[config.mk]
export PLATFORM = sky130hd
export DESIGN_NAME = sfe_core
export DESIGN_NICKNAME = d
export VERILOG_FILES = /design/src/design/sfe_pkg.sv /design/src/design/sfe_core.sv
export SDC_FILE = /design/constraint.sdc
export NUM_CORES = 2
export LEC_CHECK = 0
export BUFFER_PORTS_ARGS = -buffer_cell sky130_fd_sc_hd__buf_2
export CORE_UTILIZATION = 41
export DETAILED_ROUTE_END_ITERATION = 10
export SLEW_MARGIN = 20
export SYNTH_ARGS = -nofsm -noshare
export SYNTH_HDL_FRONTEND = slang
export SYNTH_SLANG_ARGS = --single-unit
[constraint.sdc]
create_clock -name clk_sys -period 14 [get_ports clk_sys]
set_input_delay 1.4 -clock clk_sys [delete_from_list [all_inputs] [get_ports clk_sys]]
set_output_delay 1.4 -clock clk_sys [all_outputs]
set_load 0.01 [all_outputs]
[src/design/sfe_pkg.sv]
// Purpose: Constants and types for the serial message front end.
// Assumes: 25 MHz system clock; 7 data bits, odd parity, one stop bit.
// Notes: Register offsets are byte addresses on the plain register port.
package sfe_pkg;

  // Timing
  localparam int CLK_HZ = 25_000_000;
  localparam int BAUD = 57_600;
  localparam int BIT_CYC = CLK_HZ / BAUD;
  localparam logic [8:0] BIT_LAST = 9'(BIT_CYC - 1);
  localparam logic [8:0] HALF_LAST = 9'(BIT_CYC / 2 - 1);
  localparam logic [3:0] RX_STOP_IDX = 4'h8;
  localparam logic [3:0] TX_LAST_IDX = 4'h9;

  // Message limits and characters
  localparam int MSG_MAX = 255;
  localparam logic [7:0] MAX_LEN = 8'(MSG_MAX - 1);
  localparam logic [6:0] CH_LF = 7'h0a;
  localparam logic [6:0] CH_SEMI = 7'h3b;
  localparam logic [6:0] CH_QMARK = 7'h3f;
  localparam logic [6:0] CH_SPACE = 7'h20;
  localparam logic [6:0] CH_STAR = 7'h2a;

  // Register map
  localparam logic [3:0] ADDR_STATUS = 4'h0;
  localparam logic [3:0] ADDR_MASK = 4'h4;
  localparam logic [3:0] ADDR_CTRL = 4'h8;
  localparam logic [3:0] ADDR_INFO = 4'hc;

  // Status bit positions
  localparam int ST_MSG = 0;
  localparam int ST_PAR = 1;
  localparam int ST_FRM = 2;
  localparam int ST_OVF = 3;
  localparam int ST_RSP = 4;
  localparam int ST_W = 5;

  // Reset values
  localparam logic [ST_W-1:0] MASK_RST = 5'h00;
  localparam logic CTRL_RX_EN_RST = 1'b1;
  localparam logic LINE_IDLE = 1'b1;

  typedef enum logic [1:0] {
    SFE_RX_IDLE = 2'b00,
    SFE_RX_START = 2'b01,
    SFE_RX_BITS = 2'b10
  } sfe_rx_st_t;

  typedef enum logic [0:0] {
    SFE_DP_IDLE = 1'b0,
    SFE_DP_RUN = 1'b1
  } sfe_dp_st_t;

  typedef enum logic [0:0] {
    SFE_TX_IDLE = 1'b0,
    SFE_TX_SHIFT = 1'b1
  } sfe_tx_st_t;

  // Parsed character stream toward the command handler
  typedef struct packed {
    logic valid;
    logic [6:0] ch;
    logic seg_end;
    logic is_query;
    logic is_common;
  } sfe_cmd_t;

  // Response characters from the command handler
  typedef struct packed {
    logic valid;
    logic [6:0] data;
    logic last;
  } sfe_rsp_t;

endpackage : sfe_pkg

[src/design/sfe_core.sv]
// Purpose: Serial message front end: receiver, framer, splitter, responder.
// Assumes: serial_rx synchronous to clk_sys; handler honours rsp_ready.
// Notes: Messages are held until the terminator so bad ones never reach the handler.
//
// Local design decisions: the address map and strobed register access.
`timescale 1ns/1ps
module sfe_core (
  // Clock and reset
  input wire logic clk_sys,
  input wire logic rst_n,
  // Serial line
  input wire logic serial_rx,
  output logic serial_tx,
  // Register port
  input wire logic [3:0] reg_addr,
  input wire logic [31:0] reg_wdata,
  input wire logic reg_wr,
  input wire logic reg_rd,
  output logic [31:0] reg_rdata,
  // Command handler
  output sfe_pkg::sfe_cmd_t cmd_stream,
  input wire sfe_pkg::sfe_rsp_t rsp_char,
  output logic rsp_ready,
  // Interrupt
  output logic irq
);

  typedef struct packed {
    sfe_pkg::sfe_rx_st_t rx_st;
    logic [8:0] rx_cnt;
    logic [3:0] rx_bit;
    logic [7:0] rx_sh;
    logic [sfe_pkg::MSG_MAX-1:0][6:0] mem;
    logic [7:0] wr_len;
    logic msg_bad;
    sfe_pkg::sfe_dp_st_t dp_st;
    logic [7:0] dp_len;
    logic [7:0] rd_idx;
    logic [7:0] seg_len;
    logic seg_q;
    logic seg_sp;
    logic seg_star;
    sfe_pkg::sfe_cmd_t cmd;
    sfe_pkg::sfe_tx_st_t tx_st;
    logic [8:0] tx_cnt;
    logic [3:0] tx_bit;
    logic [9:0] tx_sh;
    logic tx_line;
    logic lf_pend;
    logic [7:0] q_cnt;
    logic [sfe_pkg::ST_W-1:0] status;
    logic [sfe_pkg::ST_W-1:0] mask;
    logic rx_en;
    logic [7:0] last_len;
    logic [31:0] rdata;
  } sfe_state_t;

  sfe_state_t s_q;
  sfe_state_t s_d;

  logic rx_tick;
  logic rx_done;
  logic [6:0] rx_char;
  logic rx_perr;
  logic rx_ferr;
  logic rsp_take;
  logic lf_go;
  logic [6:0] dp_ch;

  // Ten-bit frame, sent LSB first: start, data, odd parity, stop
  function automatic logic [9:0] sfe_frame(input logic [6:0] d);
    sfe_frame = {1'b1, ~^d, d, 1'b0};
  endfunction : sfe_frame

  // Receiver and transmitter observations
  assign rx_tick = (s_q.rx_st == sfe_pkg::SFE_RX_BITS) && (s_q.rx_cnt == sfe_pkg::BIT_LAST);
  assign rx_done = rx_tick && (s_q.rx_bit == sfe_pkg::RX_STOP_IDX);
  assign rx_char = s_q.rx_sh[6:0];
  assign rx_perr = ~^s_q.rx_sh;
  assign rx_ferr = !serial_rx;
  assign rsp_ready = (s_q.tx_st == sfe_pkg::SFE_TX_IDLE) && !s_q.lf_pend
    && (s_q.q_cnt != 8'h00);
  assign rsp_take = rsp_ready && rsp_char.valid;
  assign lf_go = (s_q.tx_st == sfe_pkg::SFE_TX_IDLE) && s_q.lf_pend;
  assign dp_ch = s_q.mem[s_q.rd_idx];

  // Outputs from state
  assign serial_tx = s_q.tx_line;
  assign cmd_stream = s_q.cmd;
  assign reg_rdata = s_q.rdata;
  assign irq = |(s_q.status & s_q.mask);

  // Next-state logic
  always_comb begin
    logic [sfe_pkg::ST_W-1:0] set;
    logic [sfe_pkg::ST_W-1:0] clr;
    logic q_inc;
    logic q_dec;
    set = '0;
    clr = '0;
    q_inc = 1'b0;
    q_dec = 1'b0;
    s_d = s_q;
    s_d.cmd = '0;
    s_d.rdata = '0;

    // Receiver bit timing, sampling mid-bit
    case (s_q.rx_st)
      sfe_pkg::SFE_RX_IDLE: begin
        if (s_q.rx_en && !serial_rx) begin
          s_d.rx_st = sfe_pkg::SFE_RX_START;
          s_d.rx_cnt = '0;
        end
      end
      sfe_pkg::SFE_RX_START: begin
        s_d.rx_cnt = s_q.rx_cnt + 9'h001;
        if (s_q.rx_cnt == sfe_pkg::HALF_LAST) begin
          s_d.rx_cnt = '0;
          s_d.rx_bit = '0;
          s_d.rx_st = serial_rx ? sfe_pkg::SFE_RX_IDLE : sfe_pkg::SFE_RX_BITS;
        end
      end
      sfe_pkg::SFE_RX_BITS: begin
        s_d.rx_cnt = s_q.rx_cnt + 9'h001;
        if (rx_tick) begin
          s_d.rx_cnt = '0;
          s_d.rx_bit = s_q.rx_bit + 4'h1;
          if (rx_done) begin
            s_d.rx_st = sfe_pkg::SFE_RX_IDLE;
          end else begin
            s_d.rx_sh = {serial_rx, s_q.rx_sh[7:1]};
          end
        end
      end
      default: begin
        s_d.rx_st = sfe_pkg::SFE_RX_IDLE;
      end
    endcase

    // Splitter: replay a good message, one character a cycle
    if (s_q.dp_st == sfe_pkg::SFE_DP_RUN) begin
      if (s_q.rd_idx == s_q.dp_len) begin
        if (s_q.seg_len != 8'h00) begin
          s_d.cmd.seg_end = 1'b1;
          s_d.cmd.is_query = s_q.seg_q;
          s_d.cmd.is_common = s_q.seg_star;
          q_inc = s_q.seg_q;
        end
        s_d.dp_st = sfe_pkg::SFE_DP_IDLE;
      end else begin
        s_d.rd_idx = s_q.rd_idx + 8'h01;
        if (dp_ch == sfe_pkg::CH_SEMI) begin
          if (s_q.seg_len != 8'h00) begin
            s_d.cmd.seg_end = 1'b1;
            s_d.cmd.is_query = s_q.seg_q;
            s_d.cmd.is_common = s_q.seg_star;
            q_inc = s_q.seg_q;
          end
          s_d.seg_len = '0;
          s_d.seg_q = 1'b0;
          s_d.seg_sp = 1'b0;
          s_d.seg_star = 1'b0;
        end else begin
          s_d.cmd.valid = 1'b1;
          s_d.cmd.ch = dp_ch;
          s_d.seg_len = s_q.seg_len + 8'h01;
          if (s_q.seg_len == 8'h00 && dp_ch == sfe_pkg::CH_STAR) begin
            s_d.seg_star = 1'b1;
          end
          // Question mark counts only within the mnemonic
          if (!s_q.seg_sp && dp_ch == sfe_pkg::CH_SPACE) begin
            s_d.seg_sp = 1'b1;
          end else if (!s_q.seg_sp && dp_ch == sfe_pkg::CH_QMARK) begin
            s_d.seg_q = 1'b1;
          end
        end
      end
    end

    // Character handling: store, end of message, errors, overflow
    if (rx_done) begin
      set[sfe_pkg::ST_PAR] = rx_perr;
      set[sfe_pkg::ST_FRM] = rx_ferr;
      if (rx_char == sfe_pkg::CH_LF) begin
        if (!s_q.msg_bad && !rx_perr && !rx_ferr && s_q.dp_st == sfe_pkg::SFE_DP_IDLE) begin
          s_d.dp_st = sfe_pkg::SFE_DP_RUN;
          s_d.dp_len = s_q.wr_len;
          s_d.rd_idx = '0;
          s_d.seg_len = '0;
          s_d.seg_q = 1'b0;
          s_d.seg_sp = 1'b0;
          s_d.seg_star = 1'b0;
          s_d.last_len = s_q.wr_len;
          set[sfe_pkg::ST_MSG] = 1'b1;
        end
        s_d.wr_len = '0;
        s_d.msg_bad = 1'b0;
      end else if (rx_perr || rx_ferr) begin
        s_d.msg_bad = 1'b1;
      end else if (s_q.wr_len == sfe_pkg::MAX_LEN) begin
        set[sfe_pkg::ST_OVF] = !s_q.msg_bad;
        s_d.msg_bad = 1'b1;
      end else begin
        s_d.mem[s_q.wr_len] = rx_char;
        s_d.wr_len = s_q.wr_len + 8'h01;
      end
    end

    // Transmitter: response characters, then the terminator
    case (s_q.tx_st)
      sfe_pkg::SFE_TX_IDLE: begin
        if (rsp_take) begin
          s_d.tx_sh = sfe_frame(rsp_char.data);
          s_d.tx_st = sfe_pkg::SFE_TX_SHIFT;
          s_d.tx_cnt = '0;
          s_d.tx_bit = '0;
          s_d.lf_pend = rsp_char.last;
        end else if (lf_go) begin
          s_d.tx_sh = sfe_frame(sfe_pkg::CH_LF);
          s_d.tx_st = sfe_pkg::SFE_TX_SHIFT;
          s_d.tx_cnt = '0;
          s_d.tx_bit = '0;
          s_d.lf_pend = 1'b0;
          q_dec = 1'b1;
          set[sfe_pkg::ST_RSP] = 1'b1;
        end
      end
      sfe_pkg::SFE_TX_SHIFT: begin
        s_d.tx_cnt = s_q.tx_cnt + 9'h001;
        if (s_q.tx_cnt == sfe_pkg::BIT_LAST) begin
          s_d.tx_cnt = '0;
          s_d.tx_sh = {1'b1, s_q.tx_sh[9:1]};
          s_d.tx_bit = s_q.tx_bit + 4'h1;
          if (s_q.tx_bit == sfe_pkg::TX_LAST_IDX) begin
            s_d.tx_st = sfe_pkg::SFE_TX_IDLE;
          end
        end
      end
      default: begin
        s_d.tx_st = sfe_pkg::SFE_TX_IDLE;
      end
    endcase
    s_d.tx_line = (s_d.tx_st == sfe_pkg::SFE_TX_SHIFT) ? s_d.tx_sh[0] : sfe_pkg::LINE_IDLE;
    s_d.q_cnt = s_q.q_cnt + {7'h00, q_inc} - {7'h00, q_dec};

    // Register writes; status clears by writing ones, a new event wins
    if (reg_wr) begin
      if (reg_addr == sfe_pkg::ADDR_STATUS) begin
        clr = reg_wdata[sfe_pkg::ST_W-1:0];
      end else if (reg_addr == sfe_pkg::ADDR_MASK) begin
        s_d.mask = reg_wdata[sfe_pkg::ST_W-1:0];
      end else if (reg_addr == sfe_pkg::ADDR_CTRL) begin
        s_d.rx_en = reg_wdata[0];
      end
    end
    s_d.status = (s_q.status & ~clr) | set;

    // Register reads, data in the following cycle
    if (reg_rd) begin
      if (reg_addr == sfe_pkg::ADDR_STATUS) begin
        s_d.rdata = {27'h0000000, s_q.status};
      end else if (reg_addr == sfe_pkg::ADDR_MASK) begin
        s_d.rdata = {27'h0000000, s_q.mask};
      end else if (reg_addr == sfe_pkg::ADDR_CTRL) begin
        s_d.rdata = {31'h00000000, s_q.rx_en};
      end else if (reg_addr == sfe_pkg::ADDR_INFO) begin
        s_d.rdata = {16'h0000, s_q.last_len, s_q.q_cnt};
      end else begin
        s_d.rdata = '0;
      end
    end
  end

  // State register
  always_ff @(posedge clk_sys or negedge rst_n) begin
    if (!rst_n) begin
      s_q <= '0;
      s_q.tx_line <= sfe_pkg::LINE_IDLE;
      s_q.rx_en <= sfe_pkg::CTRL_RX_EN_RST;
      s_q.mask <= sfe_pkg::MASK_RST;
    end else begin
      s_q <= s_d;
    end
  end
endmodule : sfe_core

==> impl_results.md <==
- Status: finished, final reports clean
- Die Area: 0.220 mm²
- Clock sinks: 1917
- Reg power frac: 50.0%
- Buffers on Ports: 52
- Crit path max-delay cell type: dfrtp_4
- Post-Syn Area: 0.0893 mm²
- DRT iter0 DRCs: 4302
- Internal power: 0.00867 W
- Initial Util: 41.4%
- Fillers: 18800
- EDFF count, synth: 0
- Worst EP required: 14730 ps
- Final min period: 7630 ps
- #FFs+latches synth: 1917
- Maximum VDD drop: 0.116 mV
- CP Capture Type: flop
- Switching share of power: 22.0%
- CP Launch Type: flop
- Crit path depth: 23
- DR WL/cell: 28.3 µm
- Rows: 170
- CTS H-tree lvls: 4
- Setup violators final: 0
- Vias in the first global route: 54700
- Clock Skew: 62.2 ps
- Mapped Cells: 6087
- Gpl congestion: 0.872
- Layout cells sized above 1: 42.9%
- R2R depth: 23
- PD cells: 113 mW/mm²
- CTS-repair resized insts: 0
- CTS tree: yes
- Placed cells: 8635
- Setup TNS: 0 ps
- Gr usage total: 23.4%
- Synth warn: 0
- Post-Layout Cell Count: 9006
- Clock root cell: clkbuf_16
- Max Root-Sink Buffers: 3
- FMAX: 131 MHz
- Critical path peak fanout: 95
- Core box area: 0.215 mm²
- Largest net degree at the start of global routing: 183
- Hold path depth: 0
- CP Cell Sequence: buf_12 -> buf_4 -> mux4_2 -> a22oi_1 -> a21oi_1 -> nor3_1 -> a221oi_1 -> o221ai_1 -> or2_2 -> nor2_1 -> o2111ai_1 -> ha_1 -> inv_1 -> ha_1 -> inv_1 -> fa_1 -> inv_1 -> a21oi_1 -> nor2_1 -> o21ai_0 -> a21oi_1 -> nor2_1 -> xnor2_1
- Clock latency on the worst-skew pair: 860 ps
- # DRC: 0
- Register area share after synthesis: 53.7%
- CTS buffer count: 201
- Logic pwr share: 1.2%
- Cts hold-fix bufs: 0
- Post-CTS Setup Repair Bufs: 0
- Max-slew headroom: 23.2%
- Nets: 6085
- Syn Area/Cell: 14.7 µm²
- Initial antenna violation count: 10
- Clock share of power: 48.8%
- Placed cell areas: 0.0915 mm²
- CP Class: flop to flop
- First drt pass iteration count: 7
- Area occupied by multi-input gates: 0.0384 mm²
- Global-route wire length before repair: 380000 µm
- Vias per cell: 5.88
- Ys flop type: dfrtp_1
- RSZ-0062 raised after global routing: false
- Drt total wl: 254000 µm
- Detailed placement HPWL: 159000 µm
- Clock transition at path regs: 60 ps
- Total global routing overflow: 0
- Die Ht: 469 µm
- CP peak stage delay: 780 ps
- Ys async rst share: 100%
- Die Wd: 469 µm
- Hold Fails Final Rpt: 0
- Max-slew violations: 0
- # IOs: 96
- Post-route cell area: 0.0982 mm²
- FF/Latch Area: 0.0480 mm²
- Vias: 52900
- Crit path buf inv count: 5
- Overall power: 0.0111 W
- Area Growth Syn to Fin: 10.1%
- Arrival @ worst endpoint: 8360 ps
- Leak: 48.4 nW
- Final period util: 54.5%
- Net Sw Power: 0.00245 W
- Worst Tran Pin Value: 1150 ps
- Max-Cap Viols: 0
- Cell variety after synth: 96
- Hold Path Class: flop to flop
- Post-layout util: 45.6%
- ANT nets after route: 0
- CP top delay family: compound AO/OA/AOI/OAI gates
- R2R Setup Slk: 6370 ps
-- final timing paths --
path,startpoint,to
worst max-delay path,s_q[107],s_q[57]
worst min-delay path,s_q[1917],s_q[1917]
worst max register to register,s_q[107],s_q[57]
worst min register to register,s_q[1917],s_q[1917]
max in group asynchronous,rst_n,s_q[487]
min in group asynchronous,rst_n,s_q[77]
-- power by group through the flow --
stage	Sequential (W)	Clock (W)	Combinational, W
2_1_floorplan	0.00565	0	0.0000188
3_3_place_gp	0.00565	0	0.000140
3_5_place_dp	0.00565	0	0.000145
4_1_cts	0.00555	0.00554	0.000145
5_1_grt	0.00555	0.00576	0.000163
6_report	0.00555	0.00542	0.000137
-- final cells by class --
type	count	area share [%]
clock inverters	59	0.869
clock buffers	310	6.00
diodes	2	0.00510
inverters	57	0.220
multi-input cells	3652	39.1
well taps	2838	3.62
repair buffers	171	1.35
flip-flops and latches	1917	48.9
-- cells in the final DEF (no fill, tap or decap), drive strengths merged, types with 13 or more instances in the layout --
| cell type | instances |
|---|---|
| mux2 | 1815 |
| nand2 | 300 |
| xnor2 | 25 |
| a31oi | 18 |
| nor2b | 20 |
| inv | 62 |
| mux4 | 362 |
| clkbuf | 310 |
| a22o | 13 |
| and3 | 14 |
| nand2b | 16 |
| nor2 | 219 |
| and2 | 24 |
| o221ai | 16 |
| o21ai | 92 |
| a221oi | 38 |
| conb | 16 |
| buf | 171 |
| dfrtp | 1915 |
| nor3 | 31 |
| ha | 34 |
| mux2i | 218 |
| nand3 | 29 |
| a22oi | 103 |
| clkinv | 43 |
| a21oi | 80 |
| xor2 | 18 |
-- synth_stat cells (all sizes together) (12+ instances only) --
cell    count  area share (%)
nand3      29            0.16
mux2     1815              23
nor2b      20            0.14
a31oi      18            0.13
and2       24            0.17
a221oi     38            0.39
a22oi     103            0.87
xnor2      25            0.25
nand2     300             1.3
o21ai      92            0.52
mux2i     218             2.4
nor3       31            0.17
ha         34            0.48
a21oi      80            0.45
buf       151             1.7
xor2       18            0.18
a22o       13            0.13
and3       14           0.098
mux4      362             9.5
inv        55            0.23
nor2      219            0.92
clkbuf    325             1.5
dfrtp    1915              54
nand2b     16            0.11
nand4      12           0.091
o221ai     16            0.16
-- per-stage QoR --
step | setup slack [ps] | hold WS [ps]
final | 6370 | 378
after global routing | 6080 | 389
after CTS | 6460 | 378
after detailed placement | 6490 | 366
after global placement | 6430 | 365
after floorplan | 8990 | 429
-- per-layer routing --
metal | share of wire (%) | vias up | track usage (%) | wire, µm
li1 | - | 22300 | - | -
met1 | 45 | 28700 | 33.0 | 114000
met2 | 46 | 1478 | 35.8 | 116000
met3 | 6.0 | 428 | 4.58 | 15300
met4 | 3.6 | 2 | 8.39 | 9230
met5 | 0.0031 | - | 0 | 8
-- registers in the layout, summed over array words and instances, names as in the netlist --
signal and cells:
rx_char 7, cmd_stream 11, serial_tx 1, reg_rdata 16, s_q 1882
-- cells by family after synthesis --
group	after synthesis	share of synthesized area, %
compound gates	453	3.56
xor+xnor	44	0.447
fa+ha+maj	35	0.499
buf+inv	533	3.42
flops	1917	53.7
mux	2395	34.8
other cells	1	0.00420
simple gates	709	3.51
No activity file was read; power rests on OpenSTA's default activity.
